File: src/fei_pkg.sv
// Constants and types for the framer event and interrupt block
package fei_pkg;

   // Register indices; byte address is four times the index
   localparam logic [9:0] IDX_MODE0    = 10'h04d;
   localparam logic [9:0] IDX_MODE1    = 10'h04e;
   localparam logic [9:0] IDX_SYNC     = 10'h04f;
   localparam logic [9:0] IDX_EN0      = 10'h050;
   localparam logic [9:0] IDX_EN1      = 10'h051;
   localparam logic [9:0] IDX_FLG0     = 10'h052;
   localparam logic [9:0] IDX_FLG1     = 10'h053;
   localparam logic [9:0] IDX_SLC_LO   = 10'h056;
   localparam logic [9:0] IDX_SLC_MID  = 10'h057;
   localparam logic [9:0] IDX_SLC_HI   = 10'h058;
   localparam logic [9:0] IDX_SLC_EN   = 10'h05c;
   localparam logic [9:0] IDX_SLC_FLG  = 10'h05d;
   localparam logic [9:0] IDX_E1_CTRL  = 10'h060;
   localparam logic [9:0] IDX_E1_STAT  = 10'h061;
   localparam logic [9:0] IDX_E1_FLG   = 10'h062;
   localparam logic [9:0] IDX_E1_SI    = 10'h063;
   localparam logic [9:0] IDX_E1_SA    = 10'h064;
   localparam logic [9:0] IDX_E1_XBITS = 10'h065;
   localparam logic [9:0] IDX_E1_CODE  = 10'h066;
   localparam logic [9:0] IDX_E1_SASEL = 10'h067;

   localparam logic [7:0] RST_REG = 8'h00;

   // Mode 0 fields
   localparam int MODE0_UNFRAMED = 7;
   localparam int MODE0_REFRAME  = 5;
   // Enable/flag bit positions, register 1
   localparam int B_MFSTART = 4;
   localparam int B_SEVERE  = 3;
   localparam int B_CRC6    = 2;
   localparam int B_FBIT    = 1;
   localparam int B_ALIGN   = 0;
   // E1 control fields
   localparam int E1C_MODE    = 0;
   localparam int E1C_SWRST   = 1;
   localparam int E1C_DEB4    = 2;
   localparam int E1C_PSEL_LO = 3;
   localparam int E1C_PIRQ_EN = 5;

   // Debounce counts
   localparam logic [2:0] DEB_SHORT = 3'h1;
   localparam logic [2:0] DEB_LONG  = 3'h4;
   // All-ones detection window and zero tolerance
   localparam logic [8:0] AIS_WINDOW_LAST = 9'h1ff;
   localparam logic [8:0] AIS_ZERO_MAX    = 9'h003;
   // Red alarm persistence
   localparam int RED_TIME_MS = 100;
   localparam int CLK_HZ      = 10_000_000;
   localparam int RED_CYCLES  = RED_TIME_MS * (CLK_HZ / 1000);

   typedef enum logic [1:0] {FMT_SF, FMT_ESF, FMT_DM, FMT_SLC} fei_fmt_t;
   typedef enum logic [1:0] {PER_FRAME, PER_SMF, PER_MF, PER_SIGMF} fei_per_t;

   // Framing events from the receive framer core
   typedef struct packed {
      logic oofCond;
      logic mfStart;
      logic alignChg;
      logic fbitErr;
      logic crc6Err;
      logic severeErr;
   } fei_evt_t;

   // SLC-96 overhead word
   typedef struct packed {
      logic       valid;
      logic [10:0] conc;
      logic [2:0]  maint;
      logic [1:0]  alarm;
      logic [3:0]  sw;
   } fei_slc_t;

   // E1 timeslot strobes and line bits
   typedef struct packed {
      logic       frameStb;
      logic       fasStb;
      logic       nfasStb;
      logic [7:0] ts0;
      logic       sigMf0Stb;
      logic [7:0] ts16;
      logic       smfStb;
      logic       mfStb;
      logic       ts16BitVld;
      logic       ts16Bit;
      logic       rxBitVld;
      logic       rxBit;
      logic       basicSync;
      logic       crcMfSync;
      logic       casMfSync;
   } fei_e1_t;

endpackage

File: src/fei_framer_irq.sv
// Framer event flags, interrupt output, SLC-96 overhead and E1 reporting
module fei_framer_irq
   import fei_pkg::*;
#(
   parameter int RED_COUNT = RED_CYCLES
)
(
   // Clock and reset
   input  wire logic        sys_clk,
   input  wire logic        rst,
   // APB slave
   input  wire logic        psel,
   input  wire logic        penable,
   input  wire logic        pwrite,
   input  wire logic [11:0] paddr,
   input  wire logic [31:0] pwdata,
   output logic [31:0]      prdata,
   output logic             pready,
   output logic             pslverr,
   // Receive framer side
   input  wire fei_fmt_t    fmt,
   input  wire fei_evt_t    evt,
   input  wire fei_slc_t    slc,
   input  wire fei_e1_t     e1,
   // Outputs
   output logic             intN,
   output logic             reframeReq,
   output logic             ts16Out,
   output logic             bypass
);

   // Bus registers
   logic [7:0]  mode0_ff, mode1_ff, en0_ff, en1_ff, slcEn_ff, e1Ctrl_ff, saSel_ff;
   logic [7:0]  flg0_ff, flg1_ff, slcFlg_ff, e1Flg_ff;
   logic [31:0] prdata_ff;
   logic        pready_ff, pslverr_ff;
   // Block state
   logic        oofState_ff, refrLast_ff, intN_ff, reframe_ff, ts16_ff;
   logic [10:0] conc_ff;
   logic [2:0]  maint_ff;
   logic [1:0]  alarm_ff;
   logic [3:0]  sw_ff;
   logic [1:0]  si_ff;
   logic [4:0]  sa_ff;
   logic [2:0]  xbits_ff;
   logic [3:0]  codeShift_ff, code_ff;
   logic [2:0]  codeCnt_ff;
   logic [1:0]  rawRem, remVal_ff, remLast_ff;
   logic [2:0]  remCnt_ff [2];
   logic [8:0]  aisBits_ff, aisZeros_ff;
   logic        ais_ff, red_ff;
   logic [19:0] redCnt_ff;

   function automatic logic hit(input logic [11:0] a, input logic [9:0] idx);
      return a[11:2] == idx && a[1:0] == 2'h0;
   endfunction

   // Bus decode
   wire         access   = psel & penable & pready_ff;
   wire         wrStb    = access & pwrite;
   wire [7:0]   wd       = pwdata[7:0];
   wire         wMode0   = wrStb & hit(paddr, IDX_MODE0);
   wire         wFlg0    = wrStb & hit(paddr, IDX_FLG0);
   wire         wFlg1    = wrStb & hit(paddr, IDX_FLG1);
   wire         wSlcFlg  = wrStb & hit(paddr, IDX_SLC_FLG);
   wire         wE1Flg   = wrStb & hit(paddr, IDX_E1_FLG);
   wire         wE1Ctrl  = wrStb & hit(paddr, IDX_E1_CTRL);

   // Modes
   wire         unframed = mode0_ff[MODE0_UNFRAMED];
   wire         framed   = ~unframed;
   wire         e1Mode   = e1Ctrl_ff[E1C_MODE] & framed;
   wire         t1Mode   = ~e1Ctrl_ff[E1C_MODE] & framed;
   wire         isEsf    = fmt == FMT_ESF;
   wire         isSlc    = fmt == FMT_SLC;
   wire fei_per_t perSel = fei_per_t'(e1Ctrl_ff[E1C_PSEL_LO +: 2]);

   // Event sources
   wire         oofNow   = framed & evt.oofCond;
   wire         oofEdge  = oofNow ^ oofState_ff;
   wire         slcUpd   = t1Mode & isSlc & slc.valid;
   wire [3:0]   slcChg   = {4{slcUpd}} & {slc.sw != sw_ff, slc.alarm != alarm_ff,
                                          slc.maint != maint_ff, slc.conc != conc_ff};
   wire [7:0]   set0     = {7'h00, oofEdge};
   wire [7:0]   set1;
   assign set1[B_MFSTART] = t1Mode & evt.mfStart;
   assign set1[B_ALIGN]   = t1Mode & evt.alignChg;
   assign set1[B_FBIT]    = t1Mode & evt.fbitErr;
   assign set1[B_CRC6]    = t1Mode & isEsf & evt.crc6Err;
   assign set1[B_SEVERE]  = t1Mode & ~isSlc & evt.severeErr;
   assign set1[7:5]       = 3'h0;

   // Periodic E1 event
   wire         perEvt   = e1Mode & (perSel == PER_FRAME ? e1.frameStb :
                                     perSel == PER_SMF   ? e1.smfStb :
                                     perSel == PER_MF    ? e1.mfStb : e1.sigMf0Stb);
   wire         perSet   = perEvt & e1Ctrl_ff[E1C_PIRQ_EN];

   // Flags: set wins over a same-cycle clear
   wire [7:0]   nxt_flg0   = (flg0_ff & ~({8{wFlg0}} & wd)) | set0;
   wire [7:0]   nxt_flg1   = (flg1_ff & ~({8{wFlg1}} & wd)) | set1;
   wire [7:0]   nxt_slcFlg = (slcFlg_ff & ~({8{wSlcFlg}} & wd)) | {4'h0, slcChg};
   wire [7:0]   nxt_e1Flg  = (e1Flg_ff & ~({8{wE1Flg}} & wd)) | {7'h00, perSet};
   wire         nxt_intN   = ~|{flg0_ff & en0_ff, flg1_ff & en1_ff,
                                slcFlg_ff & slcEn_ff, e1Flg_ff & {7'h00, e1Ctrl_ff[E1C_PIRQ_EN]}};

   // Reframe: host flag edge, or E1 software reset
   wire         refrRise = mode0_ff[MODE0_REFRAME] & ~refrLast_ff;
   wire         swRst    = wE1Ctrl & wd[E1C_SWRST] & e1Ctrl_ff[E1C_MODE];

   // Remote alarm sources
   assign rawRem[0] = e1.ts0[5];
   assign rawRem[1] = e1.ts16[2];
   wire [1:0]   remStb   = {2{e1Mode}} & {e1.sigMf0Stb, e1.nfasStb};
   wire [2:0]   debN     = e1Ctrl_ff[E1C_DEB4] ? DEB_LONG : DEB_SHORT;

   // Sa codeword bit, chosen from Sa4..Sa8
   wire [2:0]   saIdx    = (saSel_ff[2:0] > 3'h4) ? 3'h0 : 3'h4 - saSel_ff[2:0];
   wire         saBit    = e1.ts0[saIdx];

   // Read mux
   wire [7:0]   e1Stat   = {1'b0, red_ff, ais_ff, remVal_ff, ~e1.casMfSync,
                            ~e1.crcMfSync, ~e1.basicSync};
   wire         known    = hit(paddr, IDX_MODE0) | hit(paddr, IDX_MODE1) | hit(paddr, IDX_SYNC)
                         | hit(paddr, IDX_EN0) | hit(paddr, IDX_EN1) | hit(paddr, IDX_FLG0)
                         | hit(paddr, IDX_FLG1) | hit(paddr, IDX_SLC_LO) | hit(paddr, IDX_SLC_MID)
                         | hit(paddr, IDX_SLC_HI) | hit(paddr, IDX_SLC_EN) | hit(paddr, IDX_SLC_FLG)
                         | hit(paddr, IDX_E1_CTRL) | hit(paddr, IDX_E1_STAT) | hit(paddr, IDX_E1_FLG)
                         | hit(paddr, IDX_E1_SI) | hit(paddr, IDX_E1_SA) | hit(paddr, IDX_E1_XBITS)
                         | hit(paddr, IDX_E1_CODE) | hit(paddr, IDX_E1_SASEL);
   wire [7:0]   rdByte   =
        hit(paddr, IDX_MODE0)   ? mode0_ff :
        hit(paddr, IDX_MODE1)   ? mode1_ff :
        hit(paddr, IDX_SYNC)    ? {7'h00, oofState_ff} :
        hit(paddr, IDX_EN0)     ? en0_ff :
        hit(paddr, IDX_EN1)     ? en1_ff :
        hit(paddr, IDX_FLG0)    ? flg0_ff :
        hit(paddr, IDX_FLG1)    ? flg1_ff :
        hit(paddr, IDX_SLC_LO)  ? conc_ff[7:0] :
        hit(paddr, IDX_SLC_MID) ? {1'b0, maint_ff, 1'b0, conc_ff[10:8]} :
        hit(paddr, IDX_SLC_HI)  ? {sw_ff, 2'h0, alarm_ff} :
        hit(paddr, IDX_SLC_EN)  ? slcEn_ff :
        hit(paddr, IDX_SLC_FLG) ? slcFlg_ff :
        hit(paddr, IDX_E1_CTRL) ? e1Ctrl_ff :
        hit(paddr, IDX_E1_STAT) ? e1Stat :
        hit(paddr, IDX_E1_FLG)  ? e1Flg_ff :
        hit(paddr, IDX_E1_SI)   ? {6'h00, si_ff} :
        hit(paddr, IDX_E1_SA)   ? {3'h0, sa_ff} :
        hit(paddr, IDX_E1_XBITS)? {5'h00, xbits_ff} :
        hit(paddr, IDX_E1_CODE) ? {4'h0, code_ff} :
        hit(paddr, IDX_E1_SASEL)? saSel_ff : 8'h00;

   // APB: one wait state, answer registered
   always_ff @(posedge sys_clk)
   begin
      if (rst)
      begin
         pready_ff  <= 1'b0;
         pslverr_ff <= 1'b0;
         prdata_ff  <= 32'h0000_0000;
      end
      else
      begin
         pready_ff  <= psel & penable & ~pready_ff;
         pslverr_ff <= psel & penable & ~pready_ff & ~known;
         prdata_ff  <= (psel & ~pwrite) ? {24'h00_0000, rdByte} : 32'h0000_0000;
      end
   end

   // Host-written configuration
   always_ff @(posedge sys_clk)
   begin
      if (rst)
      begin
         mode0_ff  <= RST_REG;
         mode1_ff  <= RST_REG;
         en0_ff    <= RST_REG;
         en1_ff    <= RST_REG;
         slcEn_ff  <= RST_REG;
         e1Ctrl_ff <= RST_REG;
         saSel_ff  <= RST_REG;
      end
      else
      begin
         if (wMode0)
            mode0_ff <= wd;
         if (wrStb & hit(paddr, IDX_MODE1))
            mode1_ff <= wd;
         if (wrStb & hit(paddr, IDX_EN0))
            en0_ff <= {7'h00, wd[0]};
         if (wrStb & hit(paddr, IDX_EN1))
            en1_ff <= {3'h0, wd[4:0]};
         if (wrStb & hit(paddr, IDX_SLC_EN))
            slcEn_ff <= {4'h0, wd[3:0]};
         if (wE1Ctrl)
            e1Ctrl_ff <= wd & ~(8'h01 << E1C_SWRST);
         if (wrStb & hit(paddr, IDX_E1_SASEL))
            saSel_ff <= {5'h00, wd[2:0]};
      end
   end

   // Flags, interrupt pin and reframe
   always_ff @(posedge sys_clk)
   begin
      if (rst)
      begin
         flg0_ff     <= RST_REG;
         flg1_ff     <= RST_REG;
         slcFlg_ff   <= RST_REG;
         e1Flg_ff    <= RST_REG;
         oofState_ff <= 1'b0;
         refrLast_ff <= 1'b0;
         intN_ff     <= 1'b1;
         reframe_ff  <= 1'b0;
      end
      else
      begin
         flg0_ff     <= nxt_flg0;
         flg1_ff     <= nxt_flg1;
         slcFlg_ff   <= nxt_slcFlg;
         e1Flg_ff    <= nxt_e1Flg;
         oofState_ff <= oofNow;
         refrLast_ff <= mode0_ff[MODE0_REFRAME];
         intN_ff     <= nxt_intN;
         reframe_ff  <= framed & (refrRise | swRst);
      end
   end

   // SLC-96 overhead; held while no valid word arrives
   always_ff @(posedge sys_clk)
   begin
      if (rst)
      begin
         conc_ff  <= 11'h000;
         maint_ff <= 3'h0;
         alarm_ff <= 2'h0;
         sw_ff    <= 4'h0;
      end
      else if (slcUpd)
      begin
         conc_ff  <= slc.conc;
         maint_ff <= slc.maint;
         alarm_ff <= slc.alarm;
         sw_ff    <= slc.sw;
      end
   end

   // E1 captures and TS16 pin
   always_ff @(posedge sys_clk)
   begin
      if (rst)
      begin
         ts16_ff      <= 1'b0;
         si_ff        <= 2'h0;
         sa_ff        <= 5'h00;
         xbits_ff     <= 3'h0;
         codeShift_ff <= 4'h0;
         codeCnt_ff   <= 3'h0;
         code_ff      <= 4'h0;
      end
      else
      begin
         if (e1Mode & e1.ts16BitVld)
            ts16_ff <= e1.ts16Bit;
         if (e1Mode & e1.fasStb)
            si_ff[0] <= e1.ts0[7];
         if (e1Mode & e1.nfasStb)
         begin
            si_ff[1]     <= e1.ts0[7];
            sa_ff        <= e1.ts0[4:0];
            codeShift_ff <= {codeShift_ff[2:0], saBit};
            codeCnt_ff   <= codeCnt_ff + 3'h1;
         end
         if (e1Mode & e1.sigMf0Stb)
            xbits_ff <= {e1.ts16[3], e1.ts16[1], e1.ts16[0]};
         // Codeword only latched once a full four NFAS bits were seen
         if (e1Mode & e1.smfStb)
         begin
            codeCnt_ff <= 3'h0;
            if (codeCnt_ff >= 3'h4)
               code_ff <= codeShift_ff;
         end
      end
   end

   // Remote alarm debounce, one lane per source
   for (genvar g = 0; g < 2; g++)
   begin : gRem
      always_ff @(posedge sys_clk)
      begin
         if (rst)
         begin
            remLast_ff[g] <= 1'b0;
            remCnt_ff[g]  <= 3'h0;
            remVal_ff[g]  <= 1'b0;
         end
         else if (~e1Mode)
         begin
            remCnt_ff[g] <= 3'h0;
            remVal_ff[g] <= 1'b0;
         end
         else if (remStb[g])
         begin
            remLast_ff[g] <= rawRem[g];
            if (remCnt_ff[g] != 3'h0 && rawRem[g] != remLast_ff[g])
               remCnt_ff[g] <= 3'h1;
            else if (remCnt_ff[g] < DEB_LONG)
               remCnt_ff[g] <= remCnt_ff[g] + 3'h1;
            if ((remCnt_ff[g] != 3'h0 && rawRem[g] == remLast_ff[g] && remCnt_ff[g] + 3'h1 >= debN)
                || (debN == DEB_SHORT))
               remVal_ff[g] <= rawRem[g];
         end
      end
   end

   // AIS: too few zeros in a fixed bit window; red alarm on long loss
   always_ff @(posedge sys_clk)
   begin
      if (rst)
      begin
         aisBits_ff  <= 9'h000;
         aisZeros_ff <= 9'h000;
         ais_ff      <= 1'b0;
         redCnt_ff   <= 20'h00000;
         red_ff      <= 1'b0;
      end
      else
      begin
         if (framed & e1.rxBitVld)
         begin
            aisBits_ff <= aisBits_ff + 9'h001;
            if (aisBits_ff == AIS_WINDOW_LAST)
            begin
               ais_ff      <= (aisZeros_ff + {8'h00, ~e1.rxBit}) < AIS_ZERO_MAX;
               aisZeros_ff <= 9'h000;
            end
            else if (~e1.rxBit)
               aisZeros_ff <= aisZeros_ff + 9'h001;
         end
         // Counter saturates so the alarm stays up while loss persists
         if (~framed | e1.basicSync)
         begin
            redCnt_ff <= 20'h00000;
            red_ff    <= 1'b0;
         end
         else if (redCnt_ff >= 20'(RED_COUNT - 1))
            red_ff <= 1'b1;
         else
            redCnt_ff <= redCnt_ff + 20'h00001;
      end
   end

   // Output drive
   assign prdata     = prdata_ff;
   assign pready     = pready_ff;
   assign pslverr    = pslverr_ff;
   assign intN       = intN_ff;
   assign reframeReq = reframe_ff;
   assign ts16Out    = ts16_ff;
   assign bypass     = mode0_ff[MODE0_UNFRAMED];

endmodule

File: config.mk
export PLATFORM = sky130hd
export DESIGN_NAME = fei_framer_irq
export DESIGN_NICKNAME = d
export VERILOG_FILES = /design/src/fei_pkg.sv /design/src/fei_framer_irq.sv
export SDC_FILE = /design/constraint.sdc
export NUM_CORES = 1
export LEC_CHECK = 0
export ABC_AREA = 1
export BUFFER_PORTS_ARGS = -buffer_cell sky130_fd_sc_hd__buf_2
export CORE_AREA = 4 4 163 118
export DETAILED_ROUTE_END_ITERATION = 10
export DIE_AREA = 0 0 167 122
export HOLD_SLACK_MARGIN = 0.03
export PLACE_DENSITY_LB_ADDON = 0.1
export REMOVE_ABC_BUFFERS = 1
export SLEW_MARGIN = 0
export SYNTH_ARGS = -nofsm -noshare
export SYNTH_HDL_FRONTEND = slang
export SYNTH_SLANG_ARGS = --single-unit
File: constraint.sdc
create_clock -name sys_clk -period 2.2 [get_ports sys_clk]
set_clock_uncertainty 0.15 [all_clocks]
set_input_delay 0.44 -clock sys_clk [delete_from_list [all_inputs] [get_ports sys_clk]]
set_output_delay 0.44 -clock sys_clk [all_outputs]
set_load 0.01 [all_outputs]
Yosys cells after proc, flatten, opt, wreduce, memory -nomap -nowiden
Memories as Yosys holds them, arrays and structs flattened.
Cells that the tools add are included.

operators by class
  add/subtract/negate cells = 8
  magnitude comparators = 9
  eq/ne operators = 35
  mux-type cells = 62
  bitwise logic cells = 104
  reductions and logical operators = 45

operators by type and width
  operator                                             number
  == test 10 x 7 -> 1 bit (second input constant)      20
  two-way mux 8 bit                                    15
  AND 8 bit                                            8
  AND 1 bit                                            41
  inverter 8 bit                                       4
  OR reduction 32 bit                                  1
  two-way mux 1 bit                                    31
  two-way mux 3 bit                                    9
  bitwise OR 1 bit                                     27
  logical AND 1 bit                                    26
  adder 20 x 1 -> 20 bit (second input constant)       1
  >= comparator 20 bit (second input constant)         1
  adder 9 x 1 -> 9 bit (second input constant)         2
  two-way mux 9 bit                                    2
  AND 8 x 1 -> 8 bit                                   2
  bitwise OR 8 x 1 -> 8 bit                            2
  AND reduction 2 bit                                  7
  inverter 1 bit                                       13
  inequality test 11 bit                               1
  two-way mux 5 bit                                    2
  adder 3 x 1 -> 3 bit (second input constant)         3
  adder 9 x 1 -> 9 bit                                 1
  == test 9 bit (second input constant)                1
  < comparator 9 x 2 -> 1 bit (second input constant)  1
  other kinds (29)                                     42

storage, ports and cells
  bits in registers = 192
  bits in writable memories = 6
  input port bits = 107
  logic and storage cells = 304
  memories = 1

memories
  memory     words  width  read ports  clocked after Yosys merged registers in  wr ports  RTL line              RTL
  remCnt_ff  2      3      2           0                                        2         fei_framer_irq.sv:49  logic [2:0] remCnt_ff [2];

Longest topological paths before layout
Gate-level depths: netlist of the first run.

  word-level depth = 23
  mapped depth = 20

Least setup slack after synthesis of the first run
Ideal clock, no wire load.

  kind = input -> register
  start point = input port paddr[1]
  end point = register prdata_ff[0], in the netlist prdata[0]
  library setup time = 0.116 ns
  arrival time = 1.796 ns
  required time = 1.934 ns
  slack = 0.138 ns
  stages on the path = 19
  buffers on the path = 0
  path through = nor2_4 -> nand2_4 -> nor2_8 -> inv_4 -> nor2_4 -> inv_2 -> or2_0 -> nand2_1 -> nand2_1 -> nand2_1 -> nand2_1 -> nand2_1 -> nand2_1 -> nand2_1 -> nand2_1 -> nand2_1 -> nand2_1 -> nand2_1 -> a21oi_1

on the way
  cells in the longest elaborated chain, start to end = 22

RTL lines
  element                RTL line               RTL
  start, declared        fei_framer_irq.sv:15   input wire logic [11:0] paddr,
  logical NOT 2 bit (*)  fei_framer_irq.sv:55   return a[11:2] == idx && a[1:0] == 2'h0;
  logical AND 1 bit      fei_framer_irq.sv:55
  two-way mux 3 bit      fei_framer_irq.sv:151  hit(paddr, IDX_E1_SASEL)? saSel_ff : 8'h00;
  two-way mux 4 bit      fei_framer_irq.sv:150  hit(paddr, IDX_E1_CODE) ? {4'h0, code_ff} :
  two-way mux 4 bit      fei_framer_irq.sv:149  hit(paddr, IDX_E1_XBITS)? {5'h00, xbits_ff} :
  two-way mux 5 bit      fei_framer_irq.sv:148  hit(paddr, IDX_E1_SA) ? {3'h0, sa_ff} :
  two-way mux 5 bit      fei_framer_irq.sv:147  hit(paddr, IDX_E1_SI) ? {6'h00, si_ff} :
  two-way mux 8 bit      fei_framer_irq.sv:146  hit(paddr, IDX_E1_FLG) ? e1Flg_ff :
  [6 not listed]         --
  two-way mux 8 bit      fei_framer_irq.sv:139  hit(paddr, IDX_SLC_LO) ? conc_ff[7:0] :
  two-way mux 8 bit      fei_framer_irq.sv:138  hit(paddr, IDX_FLG1) ? flg1_ff :
  two-way mux 8 bit      fei_framer_irq.sv:137  hit(paddr, IDX_FLG0) ? flg0_ff :
  two-way mux 8 bit      fei_framer_irq.sv:136  hit(paddr, IDX_EN1) ? en1_ff :
  two-way mux 8 bit      fei_framer_irq.sv:135  hit(paddr, IDX_EN0) ? en0_ff :
  two-way mux 8 bit      fei_framer_irq.sv:134  hit(paddr, IDX_SYNC) ? {7'h00, oofState_ff} :
  two-way mux 8 bit      fei_framer_irq.sv:133  hit(paddr, IDX_MODE1) ? mode1_ff :
  two-way mux 8 bit (*)  fei_framer_irq.sv:132  hit(paddr, IDX_MODE0) ? mode0_ff :
  end signal, assigned   fei_framer_irq.sv:166  prdata_ff <= (psel & ~pwrite) ? {24'h00_0000, rdByte} : 32'h0000_0000;
  end, declared          fei_framer_irq.sv:35   logic [31:0] prdata_ff;

Mark *: on every way between the ends. The rest lies on a longest branch, timed or not.
A chain may end at the register's enable or synchronous reset.

Worst setup path after layout of the first run
  start point = register aisBits_ff[1]
  end point = register ais_ff

on the way
  cells in the longest elaborated chain, start to end = 2

RTL lines
  element                        RTL line               RTL
  start, declared                fei_framer_irq.sv:50   logic [8:0] aisBits_ff, aisZeros_ff;
  start signal, assigned         fei_framer_irq.sv:331  aisBits_ff <= aisBits_ff + 9'h001;
  == test 9 bit                  fei_framer_irq.sv:332  if (aisBits_ff == AIS_WINDOW_LAST)
  AND reduction 2 bit (no line)  --
  end signal, assigned           fei_framer_irq.sv:334  ais_ff <= (aisZeros_ff + {8'h00, ~e1.rxBit}) < AIS_ZERO_MAX;
  end, declared                  fei_framer_irq.sv:51   logic ais_ff, red_ff;

Every way passes these cells.

==> results of run 1 <==
==> layer usage <==
| layer | routed length, microns | track usage [%] | share of wire, % | up-vias |
|---|---|---|---|---|
| met5 | 0 | 0 | 0 | - |
| met4 | 205 | 5.26 | 0.81 | 0 |
| met3 | 2380 | 4.80 | 9.4 | 16 |
| met2 | 9980 | 33.9 | 40 | 358 |
| met1 | 12600 | 38.4 | 50 | 3981 |
| li1 | - | - | - | 4502 |
==> where the power goes <==
part	internal [W]	switching, W
registers	0.00321	0.0000409
clock network	0.00162	0.00130
logic	0.000171	0.000280
total	0.00500	0.00162
==> flip-flops by register name (all words and copies together), names as in the netlist, 8 cells and up <==
signal / count
redCnt_ff: 20
conc_ff: 11
aisBits_ff: 9
aisZeros_ff: 9
e1Flg_ff: 8
flg0_ff: 8
flg1_ff: 8
mode0_ff: 8
mode1_ff: 8
prdata: 8
slcFlg_ff: 8
==> Yosys cell counts, types with 5 or more instances <==
library cell / n / area (sq um)
nand2_1: 200 / 751
inv_1: 193 / 724
dfxtp_1: 168 / 3360
nor2_1: 139 / 522
o21ai_0: 139 / 696
a21oi_1: 113 / 566
nand3_1: 58 / 290
nor3_1: 30 / 150
xor2_1: 27 / 236
buf_4: 24 / 180
clkbuf_1: 23 / 86.3
o211ai_1: 17 / 128
ha_1: 16 / 200
o22ai_1: 11 / 68.8
nand4_1: 9 / 56.3
inv_2: 8 / 30.0
a31oi_1: 7 / 43.8
edfxtp_1: 6 / 180
nor2_2: 6 / 37.5
nor4_1: 5 / 31.3
==> metrics by stage <==
stage                     cell area (sq um)  total power [W]  util, %
final                                 11100          0.00662     62.6
after detailed placement              10200          0.00375     57.9
after floorplan                        8660          0.00351        -
after global placement                10200          0.00374     57.9
after global routing                  11100          0.00687     62.6
after CTS                             10800          0.00665     61.2
==> final timing paths <==
check,from,endpoint,slack [ps],depth (start not counted)
worst min-delay path,evt[4],flg1_ff[4],100,3
worst max register to register,aisBits_ff[1],ais_ff,80,12
worst min register to register,mode0_ff[1],mode0_ff[1],290,2
worst max-delay path,aisBits_ff[1],ais_ff,80,12
==> kinds of logic (layout without fill, tap and decap cells) <==
| family | after synthesis | after routing | share of synthesized area, % |
|---|---|---|---|
| adders and majority gates | 16 | 16 | 2.26 |
| muxes | 3 | 3 | 0.339 |
| xor gates and xnor gates | 30 | 30 | 2.96 |
| other | 1 | 24 | 0.0423 |
| buffers and inverters | 254 | 442 | 11.8 |
| and+or+nand+nor | 472 | 472 | 23.1 |
| AOI/OAI and AO/OA | 315 | 315 | 19.5 |
| DFF | 174 | 174 | 40.0 |
==> final cells by class <==
| class | instances | share of cell area (%) |
|---|---|---|
| multi-input combinational | 860 | 41.0 |
| sequential | 174 | 32.0 |
| timing repair buffer | 208 | 12.3 |
| inverter | 202 | 6.91 |
| clock buffer | 19 | 4.09 |
| tap | 236 | 2.66 |
| clock inverter | 13 | 1.04 |
==> critical path, cell delays in order (launching register included) <==
cell       delay, ps
dfxtp_2          360
ha_4             150
nand3_2           70
nor3_2           180
ha_2             230
buf_6            110
inv_4             40
nor2_4            80
inv_2             50
a2111oi_4        250
nand3_1          110
nor2_1           120
a32o_1           160
==> what timing repair did <==
action	CTS	global route
endpoints found under the setup margin	4	22
gates resized for setup	4	64
pin swaps	1	19
buffers inserted	1	8
==> placed cells by master (no fill, tap or decap), types with 9 or more instances in the layout <==
| cell type | instances |
|---|---|
| inv_2 | 11 |
| clkbuf_16 | 17 |
| nand4_1 | 9 |
| nand2_1 | 196 |
| o22ai_1 | 11 |
| xor2_1 | 27 |
| inv_1 | 188 |
| buf_4 | 113 |
| nor2_2 | 14 |
| ha_1 | 14 |
| buf_2 | 92 |
| nor2_4 | 10 |
| o211ai_1 | 17 |
| nand3_1 | 54 |
| dfxtp_1 | 162 |
| conb_1 | 24 |
| a21oi_1 | 112 |
| nor3_1 | 28 |
| o21ai_0 | 131 |
| nor2_1 | 125 |
==> impl_metrics.yaml, run 1 <==
place:
  dp_slack_ps: -438
  place_inst: 1671
  gp_congestion: 0.894
  hpwl_mm: 19.1
  port_buffers: 92
finish:
  stdcell_count: 1712
  areaGrowthSynthToFinish_pct: 25.1
  fin_nets: 1586
  fillers: 1685
  regArea_sq_um: 3550
  drive_gt1_share_pct: 21.3
  multiInputGateArea_sq_um: 4540
  n_antenna_cell: 0
power_and_ir_drop:
  power_leakage_nw: 4.86
  peakVddDrop_mv: 0.438
  powerDensity_nw_per_um2: 597
route:
  drcViolationCount: 0
  ant_nets: 0
  wl_mm: 25.2
  drtPass1Iterations: 6
  drt_iter0_markers: 825
  via_per_inst: 5.17
  routedWlPerCell_microns: 14.7
  vias: 8857
floorplanning:
  dieArea_sq_um: 20400
  fp.coreArea_sq_um: 17700
  rows: 41
  initial_core_util_pct: 50.1
  die_w_microns: 167
  die_h_microns: 122
  io_pins: 145
sta:
  relSlewSlack_pct: 63.9
  hold_viol_final: 0
  fin_crit_sh_pct: 96.5
  tns_ps: 0
  setup_viol: 0
  rsz0062_at_grt: "true"
  slew_violations: 0
  whs_ps: 104
  setup_slack_ps: 76.7
  tightest_slew_ps: 534
  fmax_mhz: 471
  finalCriticalPeriod_ps: 2120
grt:
  track_usage_pct: 24.4
  grt-ovfl-total: 0
  antenna_found_initial: 0
  grt_pass1_vias: 7653
  grt_pass1_wl_mm: 39.5
  grt_max_degree: 42
yosys:
  synth-seq-area-share_pct: 40.0
  synth_edf_count: 6
  synth_area_sq_um: 8860
  yosysWarnings: 0
  ys_async_sr_fraction_pct: 0
  ys_ff_latch: 174
  ys.flop_type: "dfxtp_1"
  syn_area_per_cell_sq_um: 7.01
  synth_cells: 1265
  synth_cell_types: 55
critical_path:
  endpoint_kind: "flip-flop"
  cp_max_fo: 3
  cp.required_ps: 2430
  critPathKind: "flip-flop to flip-flop"
  startpoint_type: "flip-flop"
  crit_arrival_ps: 2350
clocking:
  cts_buffer_depth: 2
  cts_max_level: 4
  cts_buffers: 17
  cts_tree: "done"
  cts_hold_buffers: 0
  clock_latency_ps: 430
  cts_sinks: 174
  clk_pin_slew_ps: 70
  cts.root.buffer_cell: "clkbuf_16"
min_path:
  min_path_type: "input port to flip-flop"
job:
  cap_violations: 0
status:
  status: "finished, final reports clean"
Note: power is estimated with default switching activity, not from simulation.
==> run 2: changes to the inputs <==
PLACE_DENSITY = 0.76   (was unset)
PLACE_DENSITY_LB_ADDON = unset   (was 0.1)
SETUP_SLACK_MARGIN = 0.05   (was unset)
==> impl_metrics.yaml, run 2 (synthesized netlist as in run 1, its figures left out) <==
status:
  status: "finished, final reports clean"
floorplanning:
  rows: 41
  dieArea_sq_um: 20400
  die_h_microns: 122
  io_pins: 145
  die_w_microns: 167
  initial_core_util_pct: 50.1
  fp.coreArea_sq_um: 17700
grt:
  grt_pass1_vias: 8164
  grt_pass1_wl_mm: 40.7
  grt_max_degree: 54
  grt-ovfl-total: 0
  track_usage_pct: 24.9
  antenna_found_initial: 0
finish:
  regMostFlops: "redCnt_ff"
  drive_gt1_share_pct: 22.0
  largest_reg_flops: 20
  layout_commonest_cell: "nand2_1"
  areaGrowthSynthToFinish_pct: 25.8
  fin_nets: 1575
  final_core_util_pct: 63.0
  n_antenna_cell: 0
  reg_top3: "redCnt_ff: 20 flops, conc_ff: 11 flops"
  layout_common_cells: "nand2_1, inv_1, dfxtp_1, o21ai_0, nor2_1"
critical_path:
  startpoint_type: "flip-flop"
  r2r_slack_ps: 150
  cp.required_ps: 2410
  crit_buf_inv: 0
  rr_startpoint: "remCnt_ff[0][0]"
  r2r_cells: 8
  crit_arrival_ps: 2260
  cp_cell_sequence: "ha_2 -> xor2_2 -> ha_1 -> a21boi_1 -> o211ai_1 -> a21oi_2 -> nor2_1 -> a211oi_2"
  slowest_stage: "edfxtp_1"
  regToRegEndpoint: "e1Stat[3]"
  cp_max_fo: 4
  slowest_delay_ps: 440
  endpoint_kind: "flip-flop"
  critPathKind: "flip-flop to flip-flop"
  critical-path-top-delay-family: "compound AO/OA/AOI/OAI gates"
sta:
  tightest_slew_ps: 574
  rsz0062_at_grt: "true"
  finalCriticalPeriod_ps: 2050
  hold_viol_final: 0
  slew_violations: 0
  setup_viol: 0
  relSlewSlack_pct: 61.2
  fin_crit_sh_pct: 93.3
  setup_slack_ps: 147
  fmax_mhz: 487
job:
  cap_violations: 0
power_and_ir_drop:
  p_total_w: 0.00694
  peakVddDrop_mv: 0.390
  power_leakage_nw: 4.85
  powerDensity_nw_per_um2: 622
route:
  vias: 9019
  drt_iter0_markers: 897
  wl_mm: 26.0
  via_per_inst: 5.30
  routedWlPerCell_microns: 15.3
  drtPass1Iterations: 5
  ant_nets: 0
  drcViolationCount: 0
clocking:
  cts_buffer_depth: 2
  cts_tree: "done"
  cts_sinks: 174
  cts_max_level: 4
  cts_buffers: 17
  clk_pin_slew_ps: 70
  cts.root.buffer_cell: "clkbuf_16"
  clock_latency_ps: 440
min_path:
  min_path_cells: 3
  min_path_type: "input port to flip-flop"
  hold_path_end: "flg1_ff[0]"
  hold_path_startpoint: "evt[3]"
place:
  hpwl_mm: 19.1
  port_buffers: 92
  dp_slack_ps: -383
  gp_congestion: 0.942
-- run 2: power by group --
group / internal (W) / total [W] / leakage (nW) / switching, W
Combinational: 0.000169 / 0.000452 / 3.11 / 0.000283
Clock: 0.00192 / 0.00324 / 0.304 / 0.00132
Sequential: 0.00321 / 0.00325 / 1.44 / 0.0000415
Total: 0.00529 / 0.00694 / 4.85 / 0.00164
-- run 2: worst min-delay path, cell delays in order --
cell and delay (ps):
buf_2 100, nand2_1 50, a21oi_1 50
-- run 2: cell type report --
| cell class | count | area [sq um] |
|---|---|---|
| Fill cell | 1616 | 6550 |
| Tap cell | 236 | 295 |
| Clock buffer | 20 | 478 |
| Clock inverter | 12 | 158 |
| Sequential cell | 174 | 3560 |
| Inverter | 202 | 763 |
| Timing Repair Buffer | 197 | 1270 |
| Multi-Input combinational cell | 860 | 4620 |
-- run 2: metal layers --
metal / global-route usage, % / vias up / part of all wire (%)
met3: 6.33 / 51 / 9.8
met4: 6.34 / 0 / 1.8
met5: 0 / - / 0
li1: - / 4477 / -
met2: 36.7 / 377 / 42
met1: 36.3 / 4114 / 46
-- run 2: worst max path at each step --
stage / startpoint / endpoint / slack [ps] / depth (start not counted)
finish: remCnt_ff[0][0] / e1Stat[3] / 150 / 8
global route: remCnt_ff[0][0] / e1Stat[3] / 20 / 8
CTS: aisBits_ff[0] / aisZeros_ff[8] / 10 / 14
detailed placement: paddr[11] / prdata[1] / -380 / 17
global placement: paddr[11] / prdata[1] / -330 / 17
floorplan: e1Ctrl_ff[0] / remCnt_ff[0][0] / 70 / 6
-- run 2: timing repair --
action | in CTS | in global routing
gates resized for setup | 14 | 79
hold buffers | 0 | 0
endpoints found under the setup margin | 5 | 34
buffers inserted | 4 | 3
pin swaps | 6 | 26
-- run 2: per-stage QoR --
step | setup TNS (ps) | cell area, sq um | hold slack [ps] | instances
after CTS | 0 | 10900 | 93.1 | 1698
after detailed placement | -3630 | 10200 | 286 | 1662
after global routing | 0 | 11100 | 109 | 1701
after floorplan | 0 | 8660 | 272 | 1236
final | 0 | 11100 | 97.1 | 1701
after global placement | -2840 | 10200 | 277 | 1662
==> run 3: changes to the inputs <==
==> constraint.sdc (replaced) <==
create_clock -name sys_clk -period 2.2 [get_ports sys_clk]
set_clock_uncertainty 0.15 [all_clocks]
set_input_delay 0.33 -clock sys_clk [delete_from_list [all_inputs] [get_ports sys_clk]]
set_output_delay 0.33 -clock sys_clk [all_outputs]
set_load 0.01 [all_outputs]
==> impl_metrics.yaml, run 3 (synthesized netlist as in run 1, its figures left out) <==
grt:
  grtUsageMet3_pct: 5.09
  met1_usage_pct: 36.9
  grt_max_degree: 40
  antenna_found_initial: 0
  grt-ovfl-total: 0
  grt_pass1_wl_mm: 41.2
  track_usage_pct: 25.1
  busiest_layer: "met2"
  use_met2_pct: 38.0
  grt_pass1_vias: 8219
sta:
  finalCriticalPeriod_ps: 2100
  tightest_slew_ps: 598
  fin_crit_sh_pct: 95.3
  setup_viol: 0
  rsz0062_at_grt: "true"
  slew_violations: 0
  setup_slack_ps: 103
  hold_viol_final: 0
  relSlewSlack_pct: 59.8
  whs_ps: 35.7
  fmax_mhz: 477
route:
  via_per_inst: 5.33
  drtPass1Iterations: 6
  routedWlPerCell_microns: 15.5
  wl_mm: 26.5
  ant_nets: 0
  drt_iter0_markers: 919
  drcViolationCount: 0
  vias: 9090
floorplanning:
  rows: 41
  dieArea_sq_um: 20400
  die_w_microns: 167
  fp.coreArea_sq_um: 17700
  initial_core_util_pct: 50.1
  io_pins: 145
  die_h_microns: 122
clocking:
  cts.root.buffer_cell: "clkbuf_16"
  cts_tree: "done"
  cts_sinks: 174
  cts_buffer_depth: 2
  cts_buffers: 17
  clk_pin_slew_ps: 60
  clock_latency_ps: 430
  cts_max_level: 4
power_and_ir_drop:
  power_leakage_nw: 4.84
  peakVddDrop_mv: 0.483
  powerDensity_nw_per_um2: 643
finish:
  n_antenna_cell: 0
  layout_commonest_cell: "nand2_1"
  drive_gt1_share_pct: 18.9
  largest_reg_flops: 20
  areaGrowthSynthToFinish_pct: 25.7
  regMostFlops: "redCnt_ff"
  reg_top3: "redCnt_ff: 20 flops, conc_ff: 11 flops"
  final_core_util_pct: 62.9
  fin_nets: 1578
  layout_common_cells: "nand2_1, inv_1, dfxtp_1, o21ai_0, nor2_1"
critical_path:
  crit_arrival_ps: 2310
  cp_cell_sequence: "ha_4 -> nand3_1 -> nor3_2 -> ha_2 -> o21ai_2 -> inv_2 -> nand2_4 -> nor2_4 -> nand3_2 -> nor2_2 -> inv_1 -> o21ai_1 -> nand2_1 -> a31oi_1"
  regToRegEndpoint: "aisZeros_ff[8]"
  rr_startpoint: "aisBits_ff[1]"
  r2r_cells: 14
  slowest_delay_ps: 350
  endpoint_kind: "flip-flop"
  slowest_stage: "dfxtp_2"
  cp.required_ps: 2410
  critPathKind: "flip-flop to flip-flop"
  cp_max_fo: 3
  startpoint_type: "flip-flop"
  r2r_slack_ps: 100
place:
  dp_slack_ps: -193
  hpwl_mm: 19.1
  port_buffers: 92
  gp_congestion: 0.933
job:
  cap_violations: 0
min_path:
  hold_path_end: "conc_ff[6]"
  hold_path_startpoint: "slc[15]"
  min_path_cells: 3
  min_path_type: "input port to flip-flop"
status:
  status: "finished, final reports clean"
run 3: changes by cell type in the layout (fill, tap and decap cells not counted), sizes merged:
| cell | previous run | this run |
|---|---|---|
| clkinv | 5 | 1 |
| bufinv | 3 | 5 |
| buf | 197 | 181 |
| dlygate4sd3 | 0 | 19 |
| inv | 203 | 205 |
run 3: through the flow:
step | TNS, ps | instance area [sq um] | cells | power (W)
finish | 0 | 11100 | 1704 | 0.00716
global route | -35.4 | 11100 | 1704 | 0.00736
CTS | -18.7 | 10900 | 1695 | 0.00715
detailed placement | -1250 | 10000 | 1643 | 0.00374
global placement | -863 | 10000 | 1643 | 0.00373
floorplan | 0 | 8660 | 1236 | 0.00351
run 3: worst max-delay path by stage:
stage | from | end | slack [ps]
6_report | aisBits_ff[1] | aisZeros_ff[8] | 100
5_1_grt | redCnt_ff[8] | redCnt_ff[16] | -20
4_1_cts | aisBits_ff[0] | aisZeros_ff[8] | -20
3_5_place_dp | paddr[11] | prdata[1] | -190
3_3_place_gp | paddr[6] | prdata[1] | -170
2_1_floorplan | e1Ctrl_ff[0] | remCnt_ff[0][0] | 70
run 3: cell type report:
| class | instances | area (sq um) |
|---|---|---|
| clock buffer | 20 | 458 |
| clock inverter | 12 | 204 |
| fill | 1568 | 6560 |
| inverter | 202 | 763 |
| multi-input combinational | 860 | 4520 |
| sequential | 174 | 3560 |
| tap | 236 | 295 |
| timing repair buffer | 200 | 1340 |
run 3: critical path, delay by kind of cell, from the launching register on:
| kind | cells | cell delay (ps) |
|---|---|---|
| flip-flops | 1 | 350 |
| AO/OA/AOI/OAI | 3 | 300 |
| buffers and inverters | 2 | 150 |
| AND/OR/NAND/NOR | 7 | 710 |
| adder cells (fa/ha/maj) | 2 | 350 |
run 3: timing repair:
item                                    in CTS  in global routing
cloned                                       0                  0
setup buffers                                1                  9
endpoints found under the hold margin       17                  0
gates resized for setup                      5                 50
hold buffers                                19                  0
pin swaps                                    1                 18
endpoints found under the setup margin       7                 20
run 3: per-layer routing:
layer,vias to the layer above,wire (microns),part of all wire [%]
met3,31,2390,9.0
li1,4480,-,-
met4,0,391,1.5
met2,415,11200,42
met5,-,0,0
met1,4164,12500,47
run 3: where the power goes:
part	switching (W)	internal (W)
clock	0.00134	0.00210
combinational	0.000287	0.000185
sequential	0.0000431	0.00321
